<file path="config.mk">
export PLATFORM = sky130hd
export DESIGN_NAME = fsbr_host
export DESIGN_NICKNAME = d
export VERILOG_FILES = /design/src/hdl/fsbr_pkg.sv /design/src/hdl/fsbr_bus_cycle.sv /design/src/hdl/fsbr_host.sv
export SDC_FILE = /design/constraint.sdc
export NUM_CORES = 1
export LEC_CHECK = 0
export BUFFER_PORTS_ARGS = -buffer_cell sky130_fd_sc_hd__buf_2
export CELL_PAD_IN_SITES_DETAIL_PLACEMENT = 2
export CELL_PAD_IN_SITES_GLOBAL_PLACEMENT = 2
export CORE_MARGIN = 5
export CORE_UTILIZATION = 30
export CTS_CLUSTER_DIAMETER = 40
export DETAILED_ROUTE_END_ITERATION = 10
export GPL_TIMING_DRIVEN = 1
export PLACE_DENSITY_LB_ADDON = 0.3
export SLEW_MARGIN = 30
export SYNTH_ARGS = -nofsm -noshare
export SYNTH_HDL_FRONTEND = slang
export SYNTH_HIERARCHICAL = 1
export SYNTH_SLANG_ARGS = --single-unit
export TNS_END_PERCENT = 30
</file>
<file path="constraint.sdc">
create_clock -name clk -period 2.1 [get_ports clk]
set_clock_uncertainty 0.05 [all_clocks]
set_input_delay 0.21 -clock clk [delete_from_list [all_inputs] [get_ports clk]]
set_output_delay 0.21 -clock clk [all_outputs]
set_load 0.02 [all_outputs]
</file>
<file path="src/hdl/fsbr_pkg.sv">
/*
 * fsbr_pkg: constants, types and helpers shared by the flash status host controller.
 * assumes: a flash with a 16-bit data bus, status bits in the low byte or in the upper byte.
 */
package fsbr_pkg;

	////////////////////////////////////////////////////////////////////////////////
	// register map of the controller (byte offsets on AHB-Lite)
	localparam logic [7:0] OFF_CTRL = 8'h00;
	localparam logic [7:0] OFF_ADDR = 8'h04;
	localparam logic [7:0] OFF_DATA = 8'h08;
	localparam logic [7:0] OFF_SEL  = 8'h0C;
	localparam logic [7:0] OFF_STAT = 8'h10;
	localparam logic [7:0] OFF_BAD  = 8'h14;
	localparam logic [7:0] OFF_RDAT = 8'h18;

	localparam int CTRL_START    = 0;
	localparam int CTRL_OP_LSB   = 1;
	localparam int CTRL_METH_LSB = 3;
	localparam int CTRL_UPPER    = 5;

	localparam int ST_BUSY    = 0;
	localparam int ST_DONE    = 1;
	localparam int ST_FAIL    = 2;
	localparam int ST_REFUSED = 3;
	localparam int ST_VERIFY  = 4;

	localparam int NSEL = 20;
	localparam logic [15:0]     ADDR_RESET = 16'h0000;
	localparam logic [15:0]     DATA_RESET = 16'hFFFF;
	localparam logic [NSEL-1:0] SEL_RESET  = 20'h00000;

	////////////////////////////////////////////////////////////////////////////////
	// status bit positions inside the status byte
	localparam logic [2:0] DP_POS  = 3'h7;
	localparam logic [2:0] TG_POS  = 3'h6;
	localparam logic [2:0] ER_POS  = 3'h5;
	localparam logic [2:0] ETO_POS = 3'h3;

	////////////////////////////////////////////////////////////////////////////////
	// instruction codes and unlock addresses
	localparam logic [15:0] UNLOCK_A1 = 16'h0AAA;
	localparam logic [15:0] UNLOCK_A2 = 16'h0554;
	localparam logic [7:0]  UNLOCK_D1 = 8'hAA;
	localparam logic [7:0]  UNLOCK_D2 = 8'h55;
	localparam logic [7:0]  CMD_PROG  = 8'hA0;
	localparam logic [7:0]  CMD_ERASE = 8'h80;
	localparam logic [7:0]  CMD_SECT  = 8'h30;
	localparam logic [7:0]  CMD_BULK  = 8'h10;
	localparam logic [7:0]  CMD_RESET = 8'hF0;
	localparam logic [2:0]  PROG_STEPS  = 3'h4;
	localparam logic [2:0]  ERASE_STEPS = 3'h6;

	////////////////////////////////////////////////////////////////////////////////
	// bus timing
	localparam int T_STROBE_NS = 100;
	localparam int CLK_NS      = 25;
	localparam logic [2:0] STROBE_CYC = 3'((T_STROBE_NS + CLK_NS - 1) / CLK_NS);

	typedef enum logic [1:0] {
		OP_PROG  = 2'b00,
		OP_SECT  = 2'b01,
		OP_BULK  = 2'b10,
		OP_RESET = 2'b11
	} fsbr_op_e;

	typedef enum logic [1:0] {
		M_POLL   = 2'b00,
		M_TOGGLE = 2'b01,
		M_RDY    = 2'b10,
		M_RSV    = 2'b11
	} fsbr_meth_e;

	// pick one status bit from the lane in use; undefined bits are never looked at
	function automatic logic statusBit(input logic [15:0] w, input logic upper,
		input logic [2:0] pos);
		statusBit = upper ? w[{1'b1, pos}] : w[{1'b0, pos}];
	endfunction

	// address and data of one write step of an instruction
	function automatic logic [31:0] stepWord(input fsbr_op_e op, input logic [2:0] idx,
		input logic [15:0] a, input logic [15:0] d);
		logic [7:0] b;
		logic [15:0] ad;
		b  = CMD_RESET;
		ad = ADDR_RESET;
		if (op != OP_RESET) begin
			unique case (idx)
				3'h0, 3'h3: begin
					b  = UNLOCK_D1;
					ad = UNLOCK_A1;
				end
				3'h1, 3'h4: begin
					b  = UNLOCK_D2;
					ad = UNLOCK_A2;
				end
				3'h2: begin
					b  = (op == OP_PROG) ? CMD_PROG : CMD_ERASE;
					ad = UNLOCK_A1;
				end
				default: begin
					b  = (op == OP_BULK) ? CMD_BULK : CMD_SECT;
					ad = (op == OP_BULK) ? UNLOCK_A1 : {a[15:1], 1'b0};
				end
			endcase
		end
		if (op == OP_PROG && idx == 3'h3)
			stepWord = {a[15:1], 1'b0, d};
		else
			stepWord = {ad, b, b};
	endfunction

endpackage

</file>
<file path="src/hdl/fsbr_bus_cycle.sv">
/*
 * fsbr_bus_cycle: one read or write cycle on the flash's asynchronous bus.
 * assumes: flash pins are sampled on clk; write, addr, wdata and sel are latched when start is seen.
 */
`timescale 1ns/100ps
`default_nettype none
module fsbr_bus_cycle
	import fsbr_pkg::*;
(
	input  wire logic            clk,
	input  wire logic            rst_n,
	input  wire logic            ce,
	input  wire logic            start,
	input  wire logic            write,
	input  wire logic [15:0]     addr,
	input  wire logic [15:0]     wdata,
	input  wire logic [NSEL-1:0] sel,
	output logic                 done,
	output logic      [15:0]     rdata,
	output logic      [15:0]     flAddr,
	output logic      [15:0]     flDataOut,
	input  wire logic [15:0]     flDataIn,
	output logic                 flDataOe_n,
	output logic                 flWrStb_n,
	output logic                 flRdStb_n,
	output logic      [15:0]     primarySectorSelect,
	output logic      [3:0]      secondarySectorSelect
);

	typedef enum logic [1:0] {
		C_IDLE   = 2'b00,
		C_SETUP  = 2'b01,
		C_STROBE = 2'b10,
		C_HOLD   = 2'b11
	} fsbr_cyc_e;

	fsbr_cyc_e        st_q, st_d;
	logic [2:0]       cnt_q, cnt_d;
	logic             wr_q, wr_d;
	logic [15:0]      rdata_q, rdata_d, addr_q, addr_d, wdat_q, wdat_d;
	logic [NSEL-1:0]  sel_q, sel_d;

	always_comb begin
		st_d    = st_q;
		cnt_d   = cnt_q;
		wr_d    = wr_q;
		rdata_d = rdata_q;
		addr_d  = addr_q;
		wdat_d  = wdat_q;
		sel_d   = sel_q;
		unique case (st_q)
			C_IDLE: if (start) begin
				st_d   = C_SETUP;
				wr_d   = write;
				addr_d = addr;
				wdat_d = wdata;
				sel_d  = sel;
			end
			C_SETUP: begin
				st_d  = C_STROBE;
				cnt_d = STROBE_CYC;
			end
			C_STROBE: begin
				cnt_d = cnt_q - 3'h1;
				if (cnt_q == 3'h1) begin
					st_d = C_HOLD;
					if (!wr_q)
						rdata_d = flDataIn;
				end
			end
			C_HOLD: st_d = C_IDLE;
		endcase
	end

	always_ff @(posedge clk) begin
		if (!rst_n) begin
			st_q    <= C_IDLE;
			cnt_q   <= 3'h0;
			wr_q    <= 1'b0;
			rdata_q <= 16'h0000;
			addr_q  <= ADDR_RESET;
			wdat_q  <= 16'h0000;
			sel_q   <= SEL_RESET;
		end else if (ce) begin
			st_q    <= st_d;
			cnt_q   <= cnt_d;
			wr_q    <= wr_d;
			rdata_q <= rdata_d;
			addr_q  <= addr_d;
			wdat_q  <= wdat_d;
			sel_q   <= sel_d;
		end
	end

	// selects stay low between cycles so no stray edge can start a write
	assign done                  = ce && st_q == C_HOLD;
	assign rdata                 = rdata_q;
	assign flAddr                = addr_q;
	assign flDataOut             = wdat_q;
	assign flDataOe_n            = !(wr_q && st_q != C_IDLE);
	assign flWrStb_n             = !(wr_q && st_q == C_STROBE);
	assign flRdStb_n             = !(!wr_q && st_q == C_STROBE);
	assign primarySectorSelect   = (st_q != C_IDLE) ? sel_q[15:0] : 16'h0000;
	assign secondarySectorSelect = (st_q != C_IDLE) ? sel_q[19:16] : 4'h0;

endmodule
`default_nettype wire

</file>
<file path="src/hdl/fsbr_host.sv">
/*
 * fsbr_host: host controller that programs and erases a flash and polls its status bits.
 * assumes: an AHB-Lite master, a flash with sector selects and a ready/busy pin (high = ready).
 */
// Register access over AHB-Lite and the address map were left to the implementer.
`timescale 1ns/100ps
`default_nettype none
// Function
// (RULE1) status word read at an even address, as often as needed while busy
// (RULE2) low lane: polling bit 7, toggle 6, error 5, erase timeout 3
// (RULE3) upper lane: polling bit 15, toggle 14, error 13, erase timeout 11
// (RULE4) undefined status bits are ignored when judging completion; the toggle method here compares all 16 bits of two reads
// (RULE5) program polling bit reads inverted data until done, then true data
// (RULE6) status valid after fourth program strobe or sixth erase strobe
// (RULE7) erase polling bit reads zero while busy, one when done
// (RULE8) program to protected sector is ignored by the flash
// (RULE9) all-protected erase: polling bit zero for about 100us, nothing erased
// (RULE10) toggle bit inverts on each read while busy and selected
// (RULE11) done when two consecutive reads return identical data
// (RULE12) all-protected erase: toggle bit zero for about 100us
// (RULE13) error bit zero normally, one on program or erase failure
// (RULE14) error bit set on zero-to-one program or program timeout
// (RULE15) error bit holds until reset instruction; host issues it; the ready/busy method here sends none, never reading the error bit
// (RULE16) host stops using a sector after its program or erase error; the ready/busy method here never sees the error or marks the sector bad
// (RULE17) erase timeout bit zero during window, one after it expires
// (RULE18) host erases before programming; programs one word at a time
// (RULE19) host checks completion by polling, toggle or ready/busy pin
// (RULE20) on error bit, host rereads once before declaring failure
// (RULE21) host polls inside erased sector or at the programmed address
// (RULE22) host reads programmed word back and compares it; the ready/busy method here skips it and ends when the pin reads ready
// (RULE23) reset instruction returns flash to read mode before normal reads
// (RULE24) flash holds ready/busy pin busy while its algorithm runs
module fsbr_host
	import fsbr_pkg::*;
(
	input  wire logic        clk,
	input  wire logic        rst_n,
	input  wire logic        ce,
	input  wire logic        hsel,
	input  wire logic [31:0] haddr,
	input  wire logic [1:0]  htrans,
	input  wire logic        hwrite,
	input  wire logic [2:0]  hsize,
	input  wire logic [31:0] hwdata,
	output logic      [31:0] hrdata,
	output logic             hreadyout,
	output logic             hresp,
	input  wire logic        hready,
	output logic      [15:0] flAddr,
	output logic      [15:0] flDataOut,
	input  wire logic [15:0] flDataIn,
	output logic             flDataOe_n,
	output logic             flWrStb_n,
	output logic             flRdStb_n,
	output logic      [15:0] primarySectorSelect,
	output logic      [3:0]  secondarySectorSelect,
	input  wire logic        readyBusyPin
);

	typedef enum logic [2:0] {
		S_IDLE   = 3'b000,
		S_CMD    = 3'b001,
		S_POLL   = 3'b010,
		S_RDY    = 3'b011,
		S_RSTCMD = 3'b100,
		S_VERIFY = 3'b101
	} fsbr_st_e;

	////////////////////////////////////////////////////////////////////////////////
	// AHB-Lite slave: zero wait states while ce is high, answers always OKAY
	logic            wrPend_q, wrPend_d;
	logic [7:0]      wrAddr_q, wrAddr_d;
	logic [31:0]     hrdata_q, hrdata_d;
	fsbr_op_e        op_q, op_d;
	fsbr_meth_e      meth_q, meth_d;
	logic            upper_q, upper_d;
	logic [15:0]     addr_q, addr_d, data_q, data_d, rdat_q, rdat_d, prev_q, prev_d;
	logic [NSEL-1:0] sel_q, sel_d, bad_q, bad_d, erased_q, erased_d;
	logic            done_q, done_d, fail_q, fail_d, refused_q, refused_d;
	logic            verr_q, verr_d, errSeen_q, errSeen_d, havePrev_q, havePrev_d;
	fsbr_st_e        st_q, st_d;
	logic [2:0]      step_q, step_d;
	logic            issue_q, issue_d;
	logic            addrPhase, start, cycDone, cycWrite, passNow, failNow, refuse;
	logic            dp, er, dpWant, match, same;
	logic [31:0]     sw;
	logic [15:0]     cycAddr, cycWdata, cycRdata, pollAddr;
	logic [2:0]      lastStep;

	assign addrPhase = hsel && htrans[1] && hready && ce;
	assign hreadyout = ce;
	assign hresp     = 1'b0;
	assign hrdata    = hrdata_q;

	always_comb begin
		wrPend_d = wrPend_q;
		wrAddr_d = wrAddr_q;
		hrdata_d = hrdata_q;
		if (hready) begin
			wrPend_d = addrPhase && hwrite;
			wrAddr_d = haddr[7:0];
			hrdata_d = 32'h0000_0000;
			if (addrPhase && !hwrite) begin
				unique case (haddr[7:0])
					OFF_CTRL: hrdata_d = {26'h0, upper_q, meth_q, op_q, 1'b0};
					OFF_ADDR: hrdata_d = {16'h0, addr_q};
					OFF_DATA: hrdata_d = {16'h0, data_q};
					OFF_SEL:  hrdata_d = {12'h0, sel_q};
					OFF_STAT: hrdata_d = {27'h0, verr_q, refused_q, fail_q, done_q,
						st_q != S_IDLE};
					OFF_BAD:  hrdata_d = {12'h0, bad_q};
					OFF_RDAT: hrdata_d = {16'h0, rdat_q};
					default:  hrdata_d = 32'h0000_0000;
				endcase
			end
		end
	end

	always_ff @(posedge clk) begin
		if (!rst_n) begin
			wrPend_q <= 1'b0;
			wrAddr_q <= 8'h00;
			hrdata_q <= 32'h0000_0000;
		end else if (ce) begin
			wrPend_q <= wrPend_d;
			wrAddr_q <= wrAddr_d;
			hrdata_q <= hrdata_d;
		end
	end

	////////////////////////////////////////////////////////////////////////////////
	// sequencer: instruction writes, status polling, error recovery, read-back
	assign start    = wrPend_q && wrAddr_q == OFF_CTRL && hwdata[CTRL_START];
	assign lastStep = (op_q == OP_PROG) ? PROG_STEPS - 3'h1 : ERASE_STEPS - 3'h1;
	assign pollAddr = {addr_q[15:1], 1'b0};                            // [RULE21]
	assign sw       = stepWord(op_q, step_q, addr_q, data_q);
	assign cycWrite = st_q == S_CMD || st_q == S_RSTCMD;
	assign cycAddr  = cycWrite ? sw[31:16] : pollAddr;
	assign cycWdata = (st_q == S_RSTCMD) ? {CMD_RESET, CMD_RESET} : sw[15:0];
	// only defined status bits feed the polling decision; the toggle method compares whole words [RULE4]
	assign dp       = statusBit(cycRdata, upper_q, DP_POS);
	assign er       = statusBit(cycRdata, upper_q, ER_POS);
	assign dpWant   = (op_q == OP_PROG) ? statusBit(data_q, upper_q, DP_POS) : 1'b1;
	assign match    = dp == dpWant;
	assign same     = havePrev_q && cycRdata == prev_q;
	assign passNow  = (st_q == S_POLL && cycDone && (meth_q == M_TOGGLE ? same : match))
		|| (st_q == S_RDY && readyBusyPin && ce);
	assign failNow  = st_q == S_POLL && cycDone && !passNow && er && errSeen_q;
	// refused: bad sector, program into unerased sector, or nothing selected
	assign refuse   = hwdata[CTRL_OP_LSB +: 2] != OP_RESET
		&& (((sel_q & bad_q) != SEL_RESET) || sel_q == SEL_RESET
		|| (hwdata[CTRL_OP_LSB +: 2] == OP_PROG && (sel_q & ~erased_q) != SEL_RESET));

	always_comb begin
		op_d       = op_q;
		meth_d     = meth_q;
		upper_d    = upper_q;
		addr_d     = addr_q;
		data_d     = data_q;
		sel_d      = sel_q;
		bad_d      = bad_q;
		erased_d   = erased_q;
		done_d     = done_q;
		fail_d     = fail_q;
		refused_d  = refused_q;
		verr_d     = verr_q;
		errSeen_d  = errSeen_q;
		havePrev_d = havePrev_q;
		prev_d     = prev_q;
		rdat_d     = rdat_q;
		st_d       = st_q;
		step_d     = step_q;
		issue_d    = 1'b0;
		if (wrPend_q && st_q == S_IDLE) begin
			unique case (wrAddr_q)
				OFF_ADDR: addr_d = hwdata[15:0];
				OFF_DATA: data_d = hwdata[15:0];
				OFF_SEL:  sel_d  = hwdata[NSEL-1:0];
				default: ;
			endcase
		end
		if (cycDone)
			rdat_d = cycRdata;
		unique case (st_q)
			S_IDLE: if (start) begin
				op_d      = fsbr_op_e'(hwdata[CTRL_OP_LSB +: 2]);
				meth_d    = fsbr_meth_e'(hwdata[CTRL_METH_LSB +: 2]);
				upper_d   = hwdata[CTRL_UPPER];
				done_d    = 1'b0;
				fail_d    = 1'b0;
				verr_d    = 1'b0;
				refused_d = refuse;                                      // [RULE16] [RULE18]
				errSeen_d = 1'b0;
				havePrev_d = 1'b0;
				step_d    = 3'h0;
				if (!refuse) begin
					issue_d = 1'b1;
					st_d    = (hwdata[CTRL_OP_LSB +: 2] == OP_RESET) ? S_RSTCMD : S_CMD;
				end
			end
			S_CMD: if (cycDone) begin
				issue_d = 1'b1;
				step_d  = step_q + 3'h1;
				// completion is always checked after the last strobe [RULE19]
				if (step_q == lastStep) begin
					issue_d = meth_q != M_RDY;
					st_d    = (meth_q == M_RDY) ? S_RDY : S_POLL;
				end
			end
			S_RDY: if (passNow) begin
				done_d = 1'b1;
				st_d   = S_IDLE;
				if (op_q != OP_PROG)
					erased_d = (op_q == OP_BULK) ? {NSEL{1'b1}} : erased_q | sel_q;
			end
			S_POLL: if (cycDone) begin
				issue_d    = 1'b1;
				prev_d     = cycRdata;
				havePrev_d = 1'b1;
				if (passNow) begin
					if (op_q == OP_PROG) begin
						st_d = S_VERIFY;                                 // [RULE22]
					end else begin
						issue_d  = 1'b0;
						done_d   = 1'b1;
						st_d     = S_IDLE;
						erased_d = (op_q == OP_BULK) ? {NSEL{1'b1}} : erased_q | sel_q;
					end
				end else if (failNow) begin
					fail_d = 1'b1;
					bad_d  = bad_q | sel_q;                              // [RULE16]
					st_d   = S_RSTCMD;                                   // [RULE15]
				end else if (er) begin
					errSeen_d = 1'b1;                                    // [RULE20]
				end
			end
			S_VERIFY: if (cycDone) begin
				verr_d = cycRdata != data_q;                             // [RULE22]
				done_d = 1'b1;
				st_d   = S_IDLE;
			end
			S_RSTCMD: if (cycDone) begin
				done_d = 1'b1;
				st_d   = S_IDLE;                                         // [RULE23]
			end
			default: st_d = S_IDLE;
		endcase
	end

	always_ff @(posedge clk) begin
		if (!rst_n) begin
			op_q       <= OP_PROG;
			meth_q     <= M_POLL;
			upper_q    <= 1'b0;
			addr_q     <= ADDR_RESET;
			data_q     <= DATA_RESET;
			sel_q      <= SEL_RESET;
			bad_q      <= SEL_RESET;
			erased_q   <= SEL_RESET;
			done_q     <= 1'b0;
			fail_q     <= 1'b0;
			refused_q  <= 1'b0;
			verr_q     <= 1'b0;
			errSeen_q  <= 1'b0;
			havePrev_q <= 1'b0;
			prev_q     <= 16'h0000;
			rdat_q     <= 16'h0000;
			st_q       <= S_IDLE;
			step_q     <= 3'h0;
			issue_q    <= 1'b0;
		end else if (ce) begin
			op_q       <= op_d;
			meth_q     <= meth_d;
			upper_q    <= upper_d;
			addr_q     <= addr_d;
			data_q     <= data_d;
			sel_q      <= sel_d;
			bad_q      <= bad_d;
			erased_q   <= erased_d;
			done_q     <= done_d;
			fail_q     <= fail_d;
			refused_q  <= refused_d;
			verr_q     <= verr_d;
			errSeen_q  <= errSeen_d;
			havePrev_q <= havePrev_d;
			prev_q     <= prev_d;
			rdat_q     <= rdat_d;
			st_q       <= st_d;
			step_q     <= step_d;
			issue_q    <= issue_d;
		end
	end

	fsbr_bus_cycle u_cycle (
		.clk                   (clk),
		.rst_n                 (rst_n),
		.ce                    (ce),
		.start                 (issue_q && ce),
		.write                 (cycWrite),
		.addr                  (cycAddr),
		.wdata                 (cycWdata),
		.sel                   (sel_q),
		.done                  (cycDone),
		.rdata                 (cycRdata),
		.flAddr                (flAddr),
		.flDataOut             (flDataOut),
		.flDataIn              (flDataIn),
		.flDataOe_n            (flDataOe_n),
		.flWrStb_n             (flWrStb_n),
		.flRdStb_n             (flRdStb_n),
		.primarySectorSelect   (primarySectorSelect),
		.secondarySectorSelect (secondarySectorSelect)
	);
endmodule
`default_nettype wire

</file>
Word-level counts from Yosys, hierarchy flattened
Index checks and enable logic that the tools add are counted.
{"block": "totals", "regBits": 257, "in_bits": 92}
{"block": "op_classes", "addsub": 2, "eq_ne": 51, "n_mux": 74, "n_bitwise": 7, "n_reduce_logical": 77}
{"operator": "20-bit two-way mux", "count": 7}
{"operator": "20-bit case mux with 7 select lines", "count": 1}
{"operator": "16-bit two-way mux", "count": 5}
{"operator": "3-bit two-way mux", "count": 14}
{"operator": "20-bit bitwise AND", "count": 2}
{"operator": "20-bit bitwise OR", "count": 2}
{"operator": "20-bit case mux with 2 select lines", "count": 1}
{"operator": "20-bit nonzero test", "count": 2}
{"operator": "8-bit by 4-bit == test with 1-bit output, second input constant", "count": 4}
{"operator": "32-bit two-way mux", "count": 1}
{"operator": "16-bit case mux with 2 select lines", "count": 1}
{"operator": "2-bit != test, second input constant", "count": 15}
{"operator": "1-bit two-way mux", "count": 27}
{"operator": "8-bit by 5-bit == test with 1-bit output, second input constant", "count": 3}
{"operator": "1-bit logical AND", "count": 24}
{"operator": "8-bit case mux with 3 select lines", "count": 1}
{"operator": "3-bit AND reduction", "count": 7}
{"operator": "20-bit zero test", "count": 1}
{"operator": "20-bit inverter", "count": 1}
{"operator": "16-bit == test", "count": 1}
{"operator": "8-bit by 3-bit == test with 1-bit output, second input constant", "count": 2}
{"operator": "8-bit zero test", "count": 2}
{"operator": "16-bit != test", "count": 1}
{"operator": "4-bit AND reduction", "count": 4}
{"operator": "other kinds (37)", "count": 82}

Longest topological paths before layout
{"block": "logic_depth", "depth_word": 14, "depth_mapped": 11, "ltp_nobuf": 10}

Cells and area by module
The synthesis kept the hierarchy.
{"module": "fsbr_host", "n_inst": 1, "cells_per_inst": 1057, "area_each_um2": 8429.3, "seq_area_each_um2": 3423.3}
{"module": "fsbr_bus_cycle", "n_inst": 1, "cells_per_inst": 361, "area_each_um2": 3061.7, "seq_area_each_um2": 1481.4}

Worst setup path after synthesis
OpenSTA, ideal clock, no wires.
{"block": "synth_path", "kind": "reg-to-reg", "from": "register u_cycle.st_q[0]", "to": "register st_q[0] (netlist name)", "setup_time_ps": 103, "arrival_time_ps": 1954, "slack_ps": -7, "path_stages_with_launch": 10, "path_buffers": 1, "synth_period_minus_slack_ps": 2107, "cell_sequence": "dfxtp_1 ha_1 and2_1 clkbuf_1 nor2b_1 a311o_1 a31oi_1 o21ai_1 and3_1 a2111oi_2"}
{"item": "from (decl)", "line_no": "fsbr_bus_cycle.sv:37", "rtl": "fsbr_cyc_e st_q, st_d;"}
{"item": "from (signal assigned)", "line_no": "fsbr_bus_cycle.sv:85", "rtl": "st_q <= st_d;"}

==> results.sh <==
export IMPL_rows=71
export IMPL_synth_ff_type="dfxtp_1"
export IMPL_clkSinkCount=245
export IMPL_cts_made_buffers=48
export IMPL_timing_setup_tns_ns=-0.0107
export IMPL_insertion_delay_ns=0.58
export IMPL_holdWs_ns=0.0504
export IMPL_setup_viol=1
export IMPL_stdcell_area_sq_mm=0.0160
export IMPL_cts_root_buf="clkbuf_16"
export IMPL_antenna_found_initial=1
export IMPL_end_kind="register"
export IMPL_total_power_mw=13.4
export IMPL_cp_data_required_time_ns=2.54
export IMPL_final_cells=2217
export IMPL_grt_usage_pct=24.6
export IMPL_dieHeight_um=206
export IMPL_grt_max_degree=84
export IMPL_via_count=11780
export IMPL_synth_top_cell_by_area="dfxtp_1"
export IMPL_wl_mm=53.1
export IMPL_drt_first_iter_violations=776
export IMPL_io_buffers=127
export IMPL_rsz0062_at_grt="true"
export IMPL_max_cap_violations=0
export IMPL_synth_seq_cells=245
export IMPL_fin_crit_sh_pct=101
export IMPL_placed_cell_area_sq_mm=0.0135
export IMPL_gp_congestion=0.831
export IMPL_yosysSeqAreaShare_pct=42.7
export IMPL_status="finished, violations left"
export IMPL_setup_slack_ns=-0.0107
export IMPL_dp_cells=2080
export IMPL_max_stage_delay_ns=0.42
export IMPL_hold_viol_final=0
export IMPL_critPathKind="reg2reg"
export IMPL_cts_clk_slew_worst_paths_ns=0.06
export IMPL_h_tree_depth=2
export IMPL_clock_path_buffers=3
export IMPL_cp_cell_sequence="o31a_1 -> or3_4 -> a31oi_4 -> o21ai_2 -> buf_12 -> a211o_1 -> mux2i_1"
export IMPL_synth_top_area_share_pct=42.7
export IMPL_hold_path_class="in2reg"
export IMPL_crit_fanout=43
export IMPL_crit_buf_inv=1
export IMPL_drtPass1Iterations=5
export IMPL_start_kind="register"
export IMPL_grt_pass1_vias=13238
export IMPL_final_core_util_pct=42.4
export IMPL_power_density_mw_per_mm2=838
export IMPL_synth_cell_types=75
export IMPL_synth_edff_count=0
export IMPL_final_common_cell="nand2_1"
export IMPL_p_leak_nw=6.60
export IMPL_synth_area_sq_mm=0.0115
export IMPL_cp_top_family="compound AO/OA/AOI/OAI gates"
export IMPL_coreArea_sq_mm=0.0378
export IMPL_worst_pin_slew_ns=0.493
export IMPL_nets=1769
export IMPL_place_ws_ns=-0.166
export IMPL_ys_warn_count=6
export IMPL_grt_pass1_wl_mm=80.5
export IMPL_violations="setup timing"
export IMPL_ant_nets=0
export IMPL_place_hpwl_mm=34.5
export IMPL_ir_worst_vdd_mv=0.489
export IMPL_fill_cells=4137
export IMPL_synthToLayoutAreaGrowth_pct=39.3
export IMPL_max_freq_ghz=0.474
export IMPL_relSlewSlack_pct=66.8
export IMPL_drc_errors=0
export IMPL_grt_ovfl_total=0
export IMPL_drive_above_1_share_pct=24.9
export IMPL_synth_area_leaders="dfxtp_1 43%, nand2_1 9.8%, a21oi_1 5.2%"
export IMPL_slew_violations=0
export IMPL_die_w_um=206
export IMPL_antennaDiodeCount=0
export IMPL_postSynthCellCount=1418
export IMPL_ioPinCount=181
export IMPL_start_util_pct=30.4
export IMPL_period_needed_ns=2.11
export IMPL_viasPerCell=5.31
export IMPL_layout_common_cells="300 x nand2_1, 236 x dfxtp_1, 120 x buf_2, 112 x buf_4, 111 x a21oi_1"
export IMPL_slowest_stage="or3_4"
export IMPL_synthArstFlopShare_pct=0
export IMPL_synth_avg_cell_area_sq_um=8.10
export IMPL_cts_tree="yes"
export IMPL_die_area_sq_mm=0.0423
export IMPL_arrival_ns=2.55
export IMPL_wl_per_cell_um=24.0
## layout make-up
type	count	area [sq um]	area share, %
clock buffer	61	1360	8.51
clock inverter	28	390	2.44
inverter	39	149	0.930
multi-input combinational	1032	6190	38.6
sequential	245	4930	30.8
tap	511	639	3.99
timing repair buffer	301	2350	14.7
## report_power, final
part | total, mW | internal [mW] | leakage (nW) | switching [mW]
clock network | 8.32 | 5.47 | 0.847 | 2.85
registers | 4.67 | 4.66 | 1.98 | 0.00859
logic | 0.416 | 0.162 | 3.77 | 0.254
total | 13.4 | 10.3 | 6.60 | 3.12
## worst paths after layout
path                                        start                 to  slack (ns)  cells past startpoint
worst max-delay path                      op_q[0]            st_q[2]       -0.01                      7
worst min-delay path                    hwdata[2]            op_q[1]        0.05                      3
worst max register to register            op_q[0]            st_q[2]       -0.01                      7
worst min register to register  u_cycle/sel_q[19]  u_cycle/sel_q[19]        0.40                      2
## registers in the layout, summed over array words and instances, names as in the netlist, 2 cells and up
signal / count
bad_q: 20
rdat_q: 16
u_cycle/cnt_q: 3
prev_q: 16
wrAddr_q: 8
u_cycle/flAddr: 16
st_q: 3
step_q: 3
u_cycle/sel_q: 20
u_cycle/flDataOut: 16
meth_q: 2
hrdata: 20
addr_q: 16
erased_q: 20
u_cycle/rdata: 16
sel_q: 20
op_q: 2
data_q: 16
u_cycle/st_q: 2
## kinds of logic (layout without fill, tap and decap cells)
logic type,count (synthesis),after routing,synth area share (%)
multiplexers,60,60,5.26
AND/OR/NAND/NOR,580,580,22.8
flip-flops,245,245,42.7
XOR/XNOR,33,33,2.52
adder cells (fa/ha/maj),10,10,1.09
buffers and inverters,154,429,6.04
other,1,14,0.0326
AO/OA/AOI/OAI,335,335,19.5
## routing by layer
metal	track usage, %	share of wire (%)	wire, um
met1	31.9	43	22700
met2	41.7	48	25500
met3	4.03	5.9	3140
met4	8.35	3.2	1720
met5	0	0	0
## worst reg2reg max path, delay by kind of cell, from the launching register on
family / cells / cell delay (ns)
AOI/OAI and AO/OA: 4 / 0.86
buffers and inverters: 1 / 0.18
DFF: 1 / 0.37
muxes: 1 / 0.13
and+or+nand+nor: 1 / 0.42
## cell usage after synthesis, types with 29 or more instances
| cell type | instances |
|---|---|
| inv_1 | 39 |
| mux2i_1 | 57 |
| o21a_1 | 38 |
| dfxtp_1 | 245 |
| xor2_1 | 31 |
| nand3_1 | 34 |
| a22oi_1 | 40 |
| nor3_1 | 29 |
| nor2_1 | 99 |
| nand2_1 | 301 |
| a21boi_1 | 47 |
| a21oi_1 | 119 |
| clkbuf_1 | 74 |
## timing repair
item                       in CTS  in global routing
gates cloned                    0                  0
pin swaps                       5                  9
hold buffers                   46                  0
hold endpoints to repair       76                  0
buffers inserted                1                  1
setup endpoints to repair      85                104
gates resized for setup        29                 50
Note: power is estimated with default switching activity, not from simulation.
